File: config.mk
export PLATFORM = sky130hd
export DESIGN_NAME = isv_top
export DESIGN_NICKNAME = d
export VERILOG_FILES = /design/src/pkg/isv_pkg.sv /design/src/hdl/isv_top.sv
export SDC_FILE = /design/constraint.sdc
export NUM_CORES = 1
export LEC_CHECK = 0
export BUFFER_PORTS_ARGS = -buffer_cell sky130_fd_sc_hd__buf_2
export CORE_MARGIN = 1
export CORE_UTILIZATION = 35
export CTS_CLUSTER_SIZE = 40
export DETAILED_ROUTE_END_ITERATION = 10
export PLACE_DENSITY = 0.62
export SYNTH_ARGS = -nofsm -noshare
export SYNTH_HDL_FRONTEND = slang
export SYNTH_SLANG_ARGS = --single-unit
File: constraint.sdc
create_clock -name core_clk -period 73.8 [get_ports core_clk]
set_clock_uncertainty 0.2 [all_clocks]
set_input_delay 22.14 -clock core_clk [delete_from_list [all_inputs] [get_ports core_clk]]
set_output_delay 22.14 -clock core_clk [all_outputs]
set_load 0.01 [all_outputs]
File: src/pkg/isv_pkg.sv
// Functional notes
// - traps from executed instructions ignore the enable flag and priority levels
// - the undefined opcode instruction always raises the undefined-instruction trap
// - overflow-trap instruction traps only while the overflow flag is 1
// - every breakpoint instruction raises the breakpoint trap
// - numbered software interrupt takes an operand 0 to 63 and raises it
// - numbers 0 to 31 share vector entries with the peripheral interrupts
// - numbers 0 to 31 save stack-select flag, clear it, restore on return
// - numbers 32 to 63 leave the stack-select flag unchanged
// - low on the active-low reset pin holds reset; reset is non-maskable
// - reset, watchdog, address match, single step, debugger are non-maskable specials
// - debug flag at 1 raises single step after each completed instruction
// - with match enable 1, interrupt just before instruction at match address
// - a match address that is not an instruction start never matches
// - peripheral and pin interrupts are masked by enable flag and priorities
// - each external pin requests on its selected edge, rising or falling
// - accepted interrupt branches to handler address read from its vector
// - fixed entries: undefined fffdc, overflow fffe0, breakpoint fffe4, four bytes
// - fixed entries: match fffe8, step fffec, watchdog ffff0, debugger ffff4, reset ffffc
// - breakpoint entry holding ff bytes redirects to relocatable breakpoint entry
// - maskable sources have enable gating and priority; non-maskable have neither
// - relocatable table: 256 bytes at base register, entry n at base plus 4n
// - maskable accepted only with enable 1, request 1, level above processor level
// - global enable flag resets to 0; 1 enables, 0 disables all maskable
// - request bit set on request, cleared when accepted and vector taken
package isv_pkg;
    localparam int NSRC       = 22;
    localparam int NEXT       = 6;
    localparam int EXT_BASE   = 16;
    localparam int PW         = 3;
    localparam int AW         = 20;
    localparam int USTK_DEPTH = 8;
    localparam int ENT_BYTES  = 4;
    localparam int VTB_SPAN   = 256;

    localparam logic [AW-1:0] FIX_UND = 20'hfffdc;
    localparam logic [AW-1:0] FIX_OVF = 20'hfffe0;
    localparam logic [AW-1:0] FIX_BRK = 20'hfffe4;
    localparam logic [AW-1:0] FIX_AM  = 20'hfffe8;
    localparam logic [AW-1:0] FIX_SS  = 20'hfffec;
    localparam logic [AW-1:0] FIX_WDT = 20'hffff0;
    localparam logic [AW-1:0] FIX_DBC = 20'hffff4;
    localparam logic [AW-1:0] FIX_RSV = 20'hffff8;
    localparam logic [AW-1:0] FIX_RST = 20'hffffc;
    localparam logic [7:0]    BRK_REDIR   = 8'hff;
    localparam logic [5:0]    BRK_VNUM    = 6'h00;
    localparam logic [5:0]    SHARED_LAST = 6'h1f;

    localparam logic [11:0] OFF_CTRL  = 12'h000;
    localparam logic [11:0] OFF_AMADR = 12'h004;
    localparam logic [11:0] OFF_VTB   = 12'h008;
    localparam logic [11:0] OFF_REQ   = 12'h00c;
    localparam logic [11:0] OFF_STAT  = 12'h010;
    localparam logic [11:0] OFF_PRIO0 = 12'h014;
    localparam logic [11:0] OFF_PRIO1 = 12'h018;
    localparam logic [11:0] OFF_PRIO2 = 12'h01c;
    localparam logic [11:0] OFF_EDGE  = 12'h020;
    localparam int CTRL_I   = 0;
    localparam int CTRL_IPL = 1;
    localparam int CTRL_U   = 4;
    localparam int CTRL_D   = 5;
    localparam int CTRL_AM  = 6;
    localparam int PRIO_PER = 8;
    localparam logic [2:0]    IPL_RST  = 3'h0;
    localparam logic [PW-1:0] PRIO_RST = 3'h0;
    localparam logic [NEXT-1:0] EDGE_RST = 6'h00;
    localparam logic [AW-1:0] VTB_RST  = 20'h00000;

    // table entry of each maskable source: transfer 0/1, conversion, auto
    // transfer, serial 0/1 tx/rx, A timers 0-4, B timers 0-2, pins 0-5
    localparam logic [5:0] SRC_VEC [NSRC] = '{
        6'h0b, 6'h0c, 6'h0e, 6'h0f, 6'h11, 6'h12, 6'h13, 6'h14,
        6'h15, 6'h16, 6'h17, 6'h18, 6'h19, 6'h1a, 6'h1b, 6'h1c,
        6'h1d, 6'h1e, 6'h1f, 6'h07, 6'h08, 6'h09};

    typedef enum logic [2:0] {INSTR_NONE, INSTR_UNDEF, INSTR_INTO, INSTR_BRK,
                              INSTR_INT} isv_instr_t;
    typedef enum logic [3:0] {SRC_RST, SRC_UND, SRC_OVF, SRC_BRK, SRC_SWI, SRC_WDT,
                              SRC_DBC, SRC_AM, SRC_SS, SRC_PERI} isv_src_t;
    typedef enum logic [1:0] {ST_IDLE, ST_FETCH, ST_CHECK} isv_state_t;
    typedef struct packed {
        logic       done;
        isv_instr_t kind;
        logic [5:0] num;
    } isv_retire_t;
    typedef struct packed {
        logic          start;
        logic [AW-1:0] addr;
    } isv_fetch_t;
    typedef struct packed {
        logic          req;
        logic [AW-1:0] addr;
    } isv_vrd_t;
    typedef struct packed {
        logic       valid;
        logic [7:0] data;
    } isv_vrsp_t;
    typedef struct packed {
        logic          take;
        logic          fixed;
        logic [5:0]    num;
        logic [AW-1:0] handler;
    } isv_accept_t;
endpackage

File: src/hdl/isv_top.sv
module isv_top
    import isv_pkg::*;
#(
    parameter int USTK = USTK_DEPTH
) (
    input  wire logic              core_clk,
    input  wire logic              rst,
    input  wire logic              psel,
    input  wire logic              penable,
    input  wire logic              pwrite,
    input  wire logic [11:0]       paddr,
    input  wire logic [31:0]       pwdata,
    output logic      [31:0]       prdata,
    output logic                   pready,
    output logic                   pslverr,
    input  wire isv_retire_t       retire,
    input  wire logic              ovf_flag,
    input  wire isv_fetch_t        fetch,
    input  wire logic              reset_pin_n,
    input  wire logic              wdt_req,
    input  wire logic              dbc_req,
    input  wire logic [15:0]       periph_req,
    input  wire logic [NEXT-1:0]   ext_pin,
    input  wire logic              iret,
    output isv_vrd_t               vrd,
    input  wire isv_vrsp_t         vrsp,
    output isv_accept_t            accept,
    output logic                   cpu_reset,
    output logic                   u_flag
);
    if (USTK < 2) begin : g_chk
        $error("USTK must be at least 2");
    end

    // ========================================================
    // register bus
    logic              pready_reg;
    logic              pslverr_reg;
    logic [31:0]       prdata_reg;
    logic [31:0]       rdata;
    logic              hit;
    logic              acc;
    logic              wr;
    logic              i_reg;
    logic [2:0]        ipl_reg;
    logic              u_reg;
    logic              d_reg;
    logic              am_en_reg;
    logic [AW-1:0]     amadr_reg;
    logic [AW-1:0]     vtb_reg;
    logic [NEXT-1:0]   edge_reg;
    logic [NEXT-1:0]   pin_prev_reg;
    logic [NSRC-1:0]   req_reg;
    logic [PW*24-1:0]  prio_flat;
    logic [PW-1:0]     prio_reg [NSRC];
    isv_state_t        st_reg;

    assign acc = psel && penable && !pready_reg;
    assign wr  = acc && pwrite;

    always_comb begin
        hit   = 1'b1;
        rdata = 32'h0;
        case (paddr)
            OFF_CTRL:  rdata = {25'h0, am_en_reg, d_reg, u_reg, ipl_reg, i_reg};
            OFF_AMADR: rdata = {12'h0, amadr_reg};
            OFF_VTB:   rdata = {12'h0, vtb_reg};
            OFF_REQ:   rdata = {10'h0, req_reg};
            OFF_STAT:  rdata = {24'h0, accept.num, st_reg};
            OFF_PRIO0: rdata = {8'h0, prio_flat[23:0]};
            OFF_PRIO1: rdata = {8'h0, prio_flat[47:24]};
            OFF_PRIO2: rdata = {8'h0, prio_flat[71:48]};
            OFF_EDGE:  rdata = {26'h0, edge_reg};
            default:   hit = 1'b0;
        endcase
    end

    always_ff @(posedge core_clk) begin
        if (rst) begin
            pready_reg  <= 1'b0;
            pslverr_reg <= 1'b0;
            prdata_reg  <= 32'h0;
        end else begin
            pready_reg  <= acc;
            pslverr_reg <= acc && !hit;
            if (acc && !pwrite) begin
                prdata_reg <= rdata;
            end
        end
    end

    assign pready  = pready_reg;
    assign pslverr = pslverr_reg;
    assign prdata  = prdata_reg;

    always_ff @(posedge core_clk) begin
        if (rst) begin
            i_reg     <= 1'b0;
            ipl_reg   <= IPL_RST;
            d_reg     <= 1'b0;
            am_en_reg <= 1'b0;
            amadr_reg <= '0;
            vtb_reg   <= VTB_RST;
            edge_reg  <= EDGE_RST;
        end else if (wr) begin
            case (paddr)
                OFF_CTRL: begin
                    i_reg     <= pwdata[CTRL_I];
                    ipl_reg   <= pwdata[CTRL_IPL +: 3];
                    d_reg     <= pwdata[CTRL_D];
                    am_en_reg <= pwdata[CTRL_AM];
                end
                OFF_AMADR: amadr_reg <= pwdata[AW-1:0];
                OFF_VTB:   vtb_reg   <= pwdata[AW-1:0];
                OFF_EDGE:  edge_reg  <= pwdata[NEXT-1:0];
                default: begin
                end
            endcase
        end
    end

    // ========================================================
    // maskable sources
    logic          done;
    isv_src_t      src_reg;
    logic [5:0]    num_reg;
    logic [4:0]    best_idx;
    logic          best_ok;
    logic [PW-1:0] best_lvl;
    logic          mask_hit;

    always_ff @(posedge core_clk) begin
        if (rst) begin
            pin_prev_reg <= '0;
        end else begin
            pin_prev_reg <= ext_pin;
        end
    end

    assign prio_flat[PW*24-1:PW*NSRC] = '0;

    for (genvar i = 0; i < NSRC; i++) begin : g_src
        logic set_i;
        logic clr_i;
        if (i >= EXT_BASE) begin : g_pin
            localparam int P = i - EXT_BASE;
            assign set_i = edge_reg[P] ? (ext_pin[P] && !pin_prev_reg[P])
                                       : (!ext_pin[P] && pin_prev_reg[P]);
        end else begin : g_per
            assign set_i = periph_req[i];
        end
        assign clr_i = (wr && paddr == OFF_REQ && !pwdata[i])
                     || (done && src_reg == SRC_PERI && num_reg == SRC_VEC[i]);
        assign prio_flat[PW*i +: PW] = prio_reg[i];
        always_ff @(posedge core_clk) begin
            if (rst) begin
                req_reg[i]  <= 1'b0;
                prio_reg[i] <= PRIO_RST;
            end else begin
                req_reg[i] <= set_i || (req_reg[i] && !clr_i);
                if (wr && paddr == OFF_PRIO0 + 12'((i / PRIO_PER) * 4)) begin
                    prio_reg[i] <= pwdata[PW*(i % PRIO_PER) +: PW];
                end
            end
        end
    end

    always_comb begin
        best_ok  = 1'b0;
        best_idx = 5'h0;
        best_lvl = ipl_reg;
        for (int i = 0; i < NSRC; i++) begin
            if (req_reg[i] && prio_reg[i] > best_lvl) begin
                best_ok  = 1'b1;
                best_idx = 5'(i);
                best_lvl = prio_reg[i];
            end
        end
        mask_hit = i_reg && best_ok;
    end

    // ========================================================
    // non-maskable pending events
    isv_instr_t trap_kind_reg;
    logic [5:0] trap_num_reg;
    logic       rst_pend;
    logic       wdt_pend;
    logic       dbc_pend;
    logic       am_pend;
    logic       ss_pend;
    logic       take;
    isv_src_t   sel_src;
    logic       sel_ok;
    logic       sel_var;
    logic [5:0] sel_num;

    always_ff @(posedge core_clk) begin
        if (rst) begin
            trap_kind_reg <= INSTR_NONE;
            trap_num_reg  <= 6'h0;
        end else if (retire.done && (retire.kind == INSTR_UNDEF
                     || retire.kind == INSTR_BRK
                     || retire.kind == INSTR_INT
                     || (retire.kind == INSTR_INTO && ovf_flag))) begin
            trap_kind_reg <= retire.kind;
            trap_num_reg  <= retire.num;
        end else if (take && !rst_pend) begin
            trap_kind_reg <= INSTR_NONE;
        end
    end

    always_ff @(posedge core_clk) begin
        if (rst) begin
            rst_pend <= 1'b1;
            wdt_pend <= 1'b0;
            dbc_pend <= 1'b0;
            am_pend  <= 1'b0;
            ss_pend  <= 1'b0;
        end else begin
            rst_pend <= !reset_pin_n || (rst_pend && !(take && sel_src == SRC_RST));
            wdt_pend <= wdt_req || (wdt_pend && !(take && sel_src == SRC_WDT));
            dbc_pend <= dbc_req || (dbc_pend && !(take && sel_src == SRC_DBC));
            // only instruction start addresses are compared
            am_pend  <= (fetch.start && am_en_reg && fetch.addr == amadr_reg)
                        || (am_pend && !(take && sel_src == SRC_AM));
            ss_pend  <= (retire.done && d_reg)
                        || (ss_pend && !(take && sel_src == SRC_SS));
        end
    end

    always_comb begin
        sel_ok  = 1'b1;
        sel_var = 1'b0;
        sel_num = 6'h0;
        sel_src = SRC_RST;
        if (rst_pend) begin
            sel_src = SRC_RST;
        end else if (trap_kind_reg != INSTR_NONE) begin
            case (trap_kind_reg)
                INSTR_UNDEF: sel_src = SRC_UND;
                INSTR_INTO:  sel_src = SRC_OVF;
                INSTR_BRK:   sel_src = SRC_BRK;
                default: begin
                    sel_src = SRC_SWI;
                    sel_var = 1'b1;
                    sel_num = trap_num_reg;
                end
            endcase
        end else if (wdt_pend) begin
            sel_src = SRC_WDT;
        end else if (dbc_pend) begin
            sel_src = SRC_DBC;
        end else if (am_pend) begin
            sel_src = SRC_AM;
        end else if (ss_pend) begin
            sel_src = SRC_SS;
        end else if (mask_hit) begin
            sel_src = SRC_PERI;
            sel_var = 1'b1;
            sel_num = SRC_VEC[best_idx];
        end else begin
            sel_ok = 1'b0;
        end
    end

    assign take = st_reg == ST_IDLE && sel_ok && reset_pin_n;

    // ========================================================
    // stack select flag
    logic [USTK-1:0] ustk_reg;

    always_ff @(posedge core_clk) begin
        if (rst) begin
            u_reg    <= 1'b0;
            ustk_reg <= '0;
        end else if (take) begin
            ustk_reg <= {ustk_reg[USTK-2:0], u_reg};
            if (sel_var && sel_num <= SHARED_LAST) begin
                u_reg <= 1'b0;
            end
        end else if (iret) begin
            u_reg    <= ustk_reg[0];
            ustk_reg <= {1'b0, ustk_reg[USTK-1:1]};
        end else if (wr && paddr == OFF_CTRL) begin
            u_reg <= pwdata[CTRL_U];
        end
    end

    assign u_flag = u_reg;

    // ========================================================
    // vector fetch and branch
    logic [AW-1:0] fix_addr;
    logic [AW-1:0] ent_addr;
    logic [31:0]   ent_reg;
    logic [1:0]    idx_reg;
    logic          var_reg;
    logic          redir;
    isv_vrd_t      vrd_reg;
    isv_accept_t   acc_reg;
    logic          cpu_reset_reg;

    always_comb begin
        case (sel_src)
            SRC_UND: fix_addr = FIX_UND;
            SRC_OVF: fix_addr = FIX_OVF;
            SRC_BRK: fix_addr = FIX_BRK;
            SRC_AM:  fix_addr = FIX_AM;
            SRC_SS:  fix_addr = FIX_SS;
            SRC_WDT: fix_addr = FIX_WDT;
            SRC_DBC: fix_addr = FIX_DBC;
            default: fix_addr = FIX_RST;
        endcase
        ent_addr = sel_var ? vtb_reg + AW'({sel_num, 2'b00}) : fix_addr;
    end

    assign redir = src_reg == SRC_BRK && !var_reg && ent_reg == {ENT_BYTES{BRK_REDIR}};
    assign done  = st_reg == ST_CHECK && !redir;

    always_ff @(posedge core_clk) begin
        if (rst) begin
            st_reg  <= ST_IDLE;
            src_reg <= SRC_RST;
            var_reg <= 1'b0;
            num_reg <= 6'h0;
            idx_reg <= 2'h0;
            ent_reg <= 32'h0;
            vrd_reg <= '0;
            acc_reg <= '0;
        end else if (!reset_pin_n) begin
            st_reg       <= ST_IDLE;
            vrd_reg.req  <= 1'b0;
            acc_reg.take <= 1'b0;
        end else begin
            acc_reg.take <= 1'b0;
            case (st_reg)
                ST_IDLE: begin
                    if (take) begin
                        st_reg  <= ST_FETCH;
                        src_reg <= sel_src;
                        var_reg <= sel_var;
                        num_reg <= sel_num;
                        idx_reg <= 2'h0;
                        vrd_reg <= '{req: 1'b1, addr: ent_addr};
                    end
                end
                ST_FETCH: begin
                    if (vrsp.valid) begin
                        ent_reg[8*idx_reg +: 8] <= vrsp.data;
                        vrd_reg.addr <= vrd_reg.addr + 20'h1;
                        idx_reg      <= idx_reg + 2'h1;
                        if (idx_reg == 2'(ENT_BYTES - 1)) begin
                            vrd_reg.req <= 1'b0;
                            st_reg      <= ST_CHECK;
                        end
                    end
                end
                ST_CHECK: begin
                    if (redir) begin
                        var_reg <= 1'b1;
                        num_reg <= BRK_VNUM;
                        idx_reg <= 2'h0;
                        vrd_reg <= '{req: 1'b1, addr: vtb_reg + AW'({BRK_VNUM, 2'b00})};
                        st_reg  <= ST_FETCH;
                    end else begin
                        acc_reg <= '{take: 1'b1, fixed: !var_reg, num: num_reg,
                                     handler: ent_reg[AW-1:0]};
                        st_reg  <= ST_IDLE;
                    end
                end
                default: st_reg <= ST_IDLE;
            endcase
        end
    end

    always_ff @(posedge core_clk) begin
        if (rst) begin
            cpu_reset_reg <= 1'b1;
        end else begin
            cpu_reset_reg <= !reset_pin_n;
        end
    end

    assign vrd       = vrd_reg;
    assign accept    = acc_reg;
    assign cpu_reset = cpu_reset_reg;

    // ========================================================
    // checks
    a_undef_nomask: assert property (@(posedge core_clk) disable iff (rst)
        retire.done && retire.kind == INSTR_UNDEF && !i_reg && st_reg == ST_IDLE && !sel_ok
        |=> trap_kind_reg == INSTR_UNDEF
        ##1 (!$past(reset_pin_n) || st_reg == ST_FETCH && vrd.addr == FIX_UND))
        else $error("undefined opcode trap not raised");
    a_into_quiet: assert property (@(posedge core_clk) disable iff (rst)
        retire.done && retire.kind == INSTR_INTO && !ovf_flag && trap_kind_reg == INSTR_NONE
        |=> trap_kind_reg == INSTR_NONE)
        else $error("overflow trap without overflow flag");
    a_brk_raise: assert property (@(posedge core_clk) disable iff (rst)
        retire.done && retire.kind == INSTR_BRK |=> trap_kind_reg == INSTR_BRK)
        else $error("breakpoint trap missed");
    a_swi_entry: assert property (@(posedge core_clk) disable iff (rst)
        take && sel_src == SRC_SWI
        |=> vrd.req && vrd.addr == $past(vtb_reg) + AW'({$past(trap_num_reg), 2'b00}))
        else $error("software interrupt entry address wrong");
    a_u_clear: assert property (@(posedge core_clk) disable iff (rst)
        take && sel_var && sel_num <= SHARED_LAST |=> !u_flag ##0 ustk_reg[0] == $past(u_reg))
        else $error("stack select not saved and cleared");
    a_u_keep: assert property (@(posedge core_clk) disable iff (rst)
        take && sel_var && sel_num > SHARED_LAST |=> u_flag == $past(u_reg))
        else $error("stack select changed for high number");
    a_reset_hold: assert property (@(posedge core_clk) disable iff (rst)
        !reset_pin_n |=> cpu_reset && rst_pend && st_reg == ST_IDLE)
        else $error("reset pin not honoured");
    a_step_raise: assert property (@(posedge core_clk) disable iff (rst)
        retire.done && d_reg |=> ss_pend)
        else $error("single step not raised");
    a_mask_gate: assert property (@(posedge core_clk) disable iff (rst)
        take && sel_src == SRC_PERI
        |-> i_reg && best_lvl > ipl_reg && !rst_pend && !wdt_pend && !am_pend)
        else $error("maskable accepted against gate");
    a_byte_order: assert property (@(posedge core_clk) disable iff (rst)
        st_reg == ST_FETCH && vrsp.valid && idx_reg == 2'h0 && reset_pin_n
        |=> ent_reg[7:0] == $past(vrsp.data) && vrd.addr == $past(vrd.addr) + 20'h1)
        else $error("vector bytes out of order");
endmodule // isv_top

* Yosys cells after proc, flatten, opt, wreduce, memory -nomap -nowiden
Memory sizes are Yosys's and may differ from the RTL's.
Cells that the tools add are included.
** Operators by class
- Add/sub/neg operators :: 4
- Multiply operators :: 0
- Div/mod/pow operators :: 0
- Magnitude comparators :: 24
- Equality and inequality tests :: 56
- Shifts and indexed selects :: 2
- Mux-type cells :: 169
- Bitwise gates (word level) :: 26
- Reductions and logical operators :: 279
** Operators with widths (number)
- $pmux W24 S9 :: 1
- $mux W3 :: 45
- $logic_and A1 B1 Y1 :: 134
- $mux W5 :: 20
- $eq A6 B5 Y1 const B :: 15
- $mux W6 :: 12
- $logic_not A1 Y1 :: 68
- $gt A3 B3 Y1 :: 22
- $mux W1 :: 63
- $mux W21 :: 3
- $pmux W21 S3 :: 1
- $logic_or A1 B1 Y1 :: 52
- $eq A12 B5 Y1 const B :: 4
- $pmux W6 S7 :: 1
- $eq A6 B4 Y1 const B :: 6
- $neg A5 Y34 :: 1
- $shift A8 B34 Y32 const A :: 1
- $shiftx A8 B34 Y32 :: 1
- $bwmux W32 :: 1
- $eq A32 B32 Y1 const B :: 1
- $mux W28 :: 1
- $mux W4 :: 7
- $eq A12 B4 Y1 const B :: 2
- $or A1 B1 Y1 :: 22
- 41 further kinds :: 76
** Storage, ports and cells
- Register bits :: 234
- Latch bits :: 0
- Bits in writable memories :: 66
- ROM bits :: 192
- Input port bits :: 116
- Output and inout port bits :: 85
- Memories :: 2
** Memories
- (no name shown) :: depth 32, bits a word 6, rd ports 1, clocked after Yosys merged registers in 0, wr ports 0, line isv_top.sv:260 : sel_num = SRC_VEC[best_idx];
- prio_reg :: depth 22, bits a word 3, rd ports 22, clocked after Yosys merged registers in 0, wr ports 22, line isv_top.sv:55 : logic [PW-1:0] prio_reg [NSRC];

* Depth between registers and ports, before layout
An unclocked memory read counts as a cell.
- Depth after elaboration :: 82
- Depth in mapped cells :: 176

* Least setup slack after synthesis
No wires, ideal clock.
- Kind :: register to register
- From :: register ipl_reg[2]
- To :: register vrd_reg (netlist bit vrd[13])
- Setup time :: 0.132 ns
- Arrival :: 29.665 ns
- Slack :: 43.803 ns
- Cell stages (with the launch flop) :: 174
- Buffers on the path :: 2
- Clock period less this slack :: 29.997 ns
- Path through :: dfxtp_1 > clkbuf_1 > inv_1 > ha_1 > or2_1 > o2111a_2 > mux2_2 > ha_1 > nor2_1 > maj3_1 > o2111a_1 > nor3_1 > ha_1 > nor2_1 > o221ai_1 > o22ai_1 > inv_1 > a21o_1 > [138 not listed] > nand2_1 > mux2i_1 > o31a_1 > o41ai_2 > nand2b_1 > inv_1 > ha_1 > a21o_1 > a21oi_1 > o21bai_1 > a21oi_1 > nor2b_1 > o21ai_1 > nor2_1 > or3_1 > a21oi_1 > or3_1 > a21oi_1
** On the way
- Longest elaborated chain between the ends :: 81
** Ends and longest elaborated chain
- from (decl) :: line isv_top.sv:45 : logic [2:0] ipl_reg;
- from (signal assigned) :: line isv_top.sv:109 : ipl_reg <= pwdata[CTRL_IPL +: 3];
- $gt A3 B3 Y1 :: line isv_top.sv:173 : if (req_reg[i] && prio_reg[i] > best_lvl) begin
- $logic_and A1 B1 Y1 :: line isv_top.sv:173
- $mux W3 :: line isv_top.sv:173
- $gt A3 B3 Y1 :: line isv_top.sv:173
- $logic_and A1 B1 Y1 :: line isv_top.sv:173
- $mux W3 :: line isv_top.sv:173
- $gt A3 B3 Y1 :: line isv_top.sv:173
- $logic_and A1 B1 Y1 :: line isv_top.sv:173
- [65 not listed]
- $mux W6 :: line isv_top.sv:251 : end else if (dbc_pend) begin
- $mux W6 :: line isv_top.sv:249 : end else if (wdt_pend) begin
- $mux W6 :: line isv_top.sv:238 : end else if (trap_kind_reg != INSTR_NONE) begin
- $mux W6 :: line isv_top.sv:236 : if (rst_pend) begin
- $add A20 B8 Y20 :: line isv_top.sv:314 : ent_addr = sel_var ? vtb_reg + AW'({sel_num, 2'b00}) : fix_addr;
- $mux W20 :: line isv_top.sv:314
- $mux W21 :: line isv_top.sv:338 : if (take) begin
- $pmux W21 S3 :: line isv_top.sv:336 : case (st_reg)
- to (signal assigned) :: line isv_top.sv:344 : vrd_reg <= '{req: 1'b1, addr: ent_addr};
- to (signal assigned) :: line isv_top.sv:363 : vrd_reg <= '{req: 1'b1, addr: vtb_reg + AW'({BRK_VNUM, 2'b00})};
- to (decl) :: line isv_top.sv:299 : isv_vrd_t vrd_reg;
Several ways; a longest one is shown, not always the timed one. The select of a mux whose other input is x is not followed.
A chain may end at the register's enable or synchronous reset.

* Worst setup path after layout
Ends and elaborated chain as after synthesis.

==> metrics.txt <==
status finished, final reports clean; RSZ-0062 raised after global routing false; peak supply drop 0.0162 mV; # Max-Cap Violations 0; Critical Path RT around 74000 ps; clk sinks between 200 and 300; Worst-Margin Slew between 1000 and 1500 ps; Final Wtd Congestion just under 1; Area Growth Syn to Fin 15.6%; vias in the first global route about 16000; multiplexer share of the synthesized area roughly 1.8%; post-CTS setup buffers 0; GRT Overall Usage about a quarter; syn avg cell area between 8 and 9 um^2; DR vias/cell 5.95; worst endpoint data arrival time 36250 ps; endpoints failing hold 0; TritonCTS Buffers 36; final worst path period share approximately half; Post-DP HPWL around 49000 um; peak per-stage delay on the critical path approximately 870 ps; Post-synth EDFFs between 60 and 70; Hold Crit Class flip-flop to flip-flop; share of layout cells above drive strength 1 14.7%; iteration-0 DRC count of the detailed router around 1800; post-synthesis adder-cell area fraction ~4.3%; Ys Warns 0; Post-Synth XOR/XNOR Area roughly 2.1%; slowest CP cell nor4b_1; fraction of registers with async set/reset 0%; Pins Over Slew Limit 0; Cell Pwr Density 22.5 nW/um^2; most frequent cells in the layout nand2_1, dfxtp_1, a21oi_1; die area approximately 49000 um^2; Post-CTS Hold Buffers 0; max FFs per register 66; Worst setup SP type flip-flop; final setup violation count 0; total iterations of the first detailed-routing run 10; worst-skew pair later-pin latency roughly 560 ps; Yosys cell types between 100 and 150; static leakage roughly 7.5 nW; first-pass GRT wire length approximately 97000 um; Synth Area in Compound Gates 24.4%; setup_tns 0 ps; DR DRC count 0; Tmin final 36060 ps; antenna violations before repair 17; Yosys reg bits approximately 290; Max clock buf depth 3; IO buf count 184; hold path depth 1; Post-Synth Simple-Gate Area approximately a quarter; Synth Cell Area approximately 17000 um^2; Rel. slew slack between 20% and 30%; Layout Nets around 2400; die height around 220 um; via count 16908; upper clock frequency limit ~0.028 GHz; routed len/inst 22.8 um; Cells after Synth slightly above 2000; CP most frequent cell nor2_1; crit path kind flip-flop to flip-flop; Starting Density a little over a third; CTS root buffer clkbuf_16; Synth Flop Type dfxtp_1; TritonCTS clock tree yes; Site Rows 80; chip width roughly 220 um; H-Tree Depth 2; CP endpoint kind flip-flop; Cells after DPL ~2800; pin count of the biggest net entering global routing 97; Critical Path Fanout Max 9; post-CTS sizing 0; total wire length between 60000 and 70000 um; sequential area share after synthesis a little under two fifths; num ports ~200; Post-Layout Cell Count approximately 2800; Reg2Reg Depth around 170; grt ovf 0; main combinational cell family by area after synthesis compound AO/OA/AOI/OAI gates; commonest non-fill, non-tap cell in the layout nand2_1; core footprint 47700 um^2; Final ANT Viol Nets 0; clock slew at reported path FFs 60 ps
cell usage after synthesis, types with 12 or more instances:
library cell	number	area [um^2]
nand2_1	343	1290
dfxtp_1	226	4520
a21oi_1	189	946
nor2_1	127	477
clkbuf_1	96	360
and2_1	92	576
nand3_1	91	455
inv_1	76	285
o21ai_0	72	360
edfxtp_1	66	1980
ha_1	50	626
a31oi_1	36	225
a221oi_1	34	298
nor3_1	29	145
xnor2_1	29	254
a211oi_1	25	188
o221ai_1	25	219
and3_1	24	150
nand4_1	24	150
a222oi_1	22	220
mux2i_1	22	220
nor2b_1	19	119
o211ai_1	18	135
a22oi_1	17	128
a21o_1	13	97.6
nand2b_1	13	81.3
nand3b_1	13	97.6
or3_1	13	81.3
a221o_1	12	120
o31ai_1	12	90.1
xor2_1	12	105
worst max-delay path, delay by kind of cell, from the launching register on:
kind,cells,cell delay [ps]
multiplexers,5,1610
flip-flops,1,600
AO/OA/AOI/OAI,74,15590
buffers and inverters,4,510
adder cells (fa/ha/maj),28,8080
AND/OR/NAND/NOR,56,9200
routing by layer:
metal	global-route usage, %	wire length [um]	vias to the layer above
met5	0	115	-
met3	7.11	6730	164
met4	11.7	3030	16
met1	32.5	26200	8043
li1	-	-	7814
met2	40.5	28700	871
power breakdown:
group	internal, mW	total, mW	switching (mW)
logic	0.0308	0.0787	0.0479
registers	0.168	0.176	0.00772
clock network	0.114	0.187	0.0728
per-stage QoR:
stage	power [mW]	area, um^2	worst slack [ps]	utilization (%)	hold slack [ps]
2_1_floorplan	0.231	17000	43800	-	213
3_3_place_gp	0.255	18400	38880	38.4	232
3_5_place_dp	0.256	18400	38360	38.4	246
4_1_cts	0.442	19600	38170	41.1	247
5_1_grt	0.458	19600	35390	41.1	260
6_report	0.441	19600	37740	41.1	248
final timing paths:
check / start / endpoint / slack (ps)
max: ipl_reg[2] / vrd[13] / 37740
min: var_reg / accept[26] / 250
max reg2reg: ipl_reg[2] / vrd[13] / 37740
min reg2reg: var_reg / accept[26] / 250
kinds of logic after synthesis:
family / after synthesis
and+or+nand+nor: 850
AOI/OAI and AO/OA: 597
DFF: 292
buffers and inverters: 194
adders and majority gates: 59
xor gates and xnor gates: 41
muxes: 29
other: 1
area by class of cell:
type	count	area, um^2
tap	615	769
sequential	292	6510
clock buffer	50	1050
timing repair buffer	199	1040
clock inverter	16	208
fill	4759	28100
inverter	77	289
multi-input combinational	1584	9750
antenna	9	22.5
No activity file was read; power rests on OpenSTA's default activity.
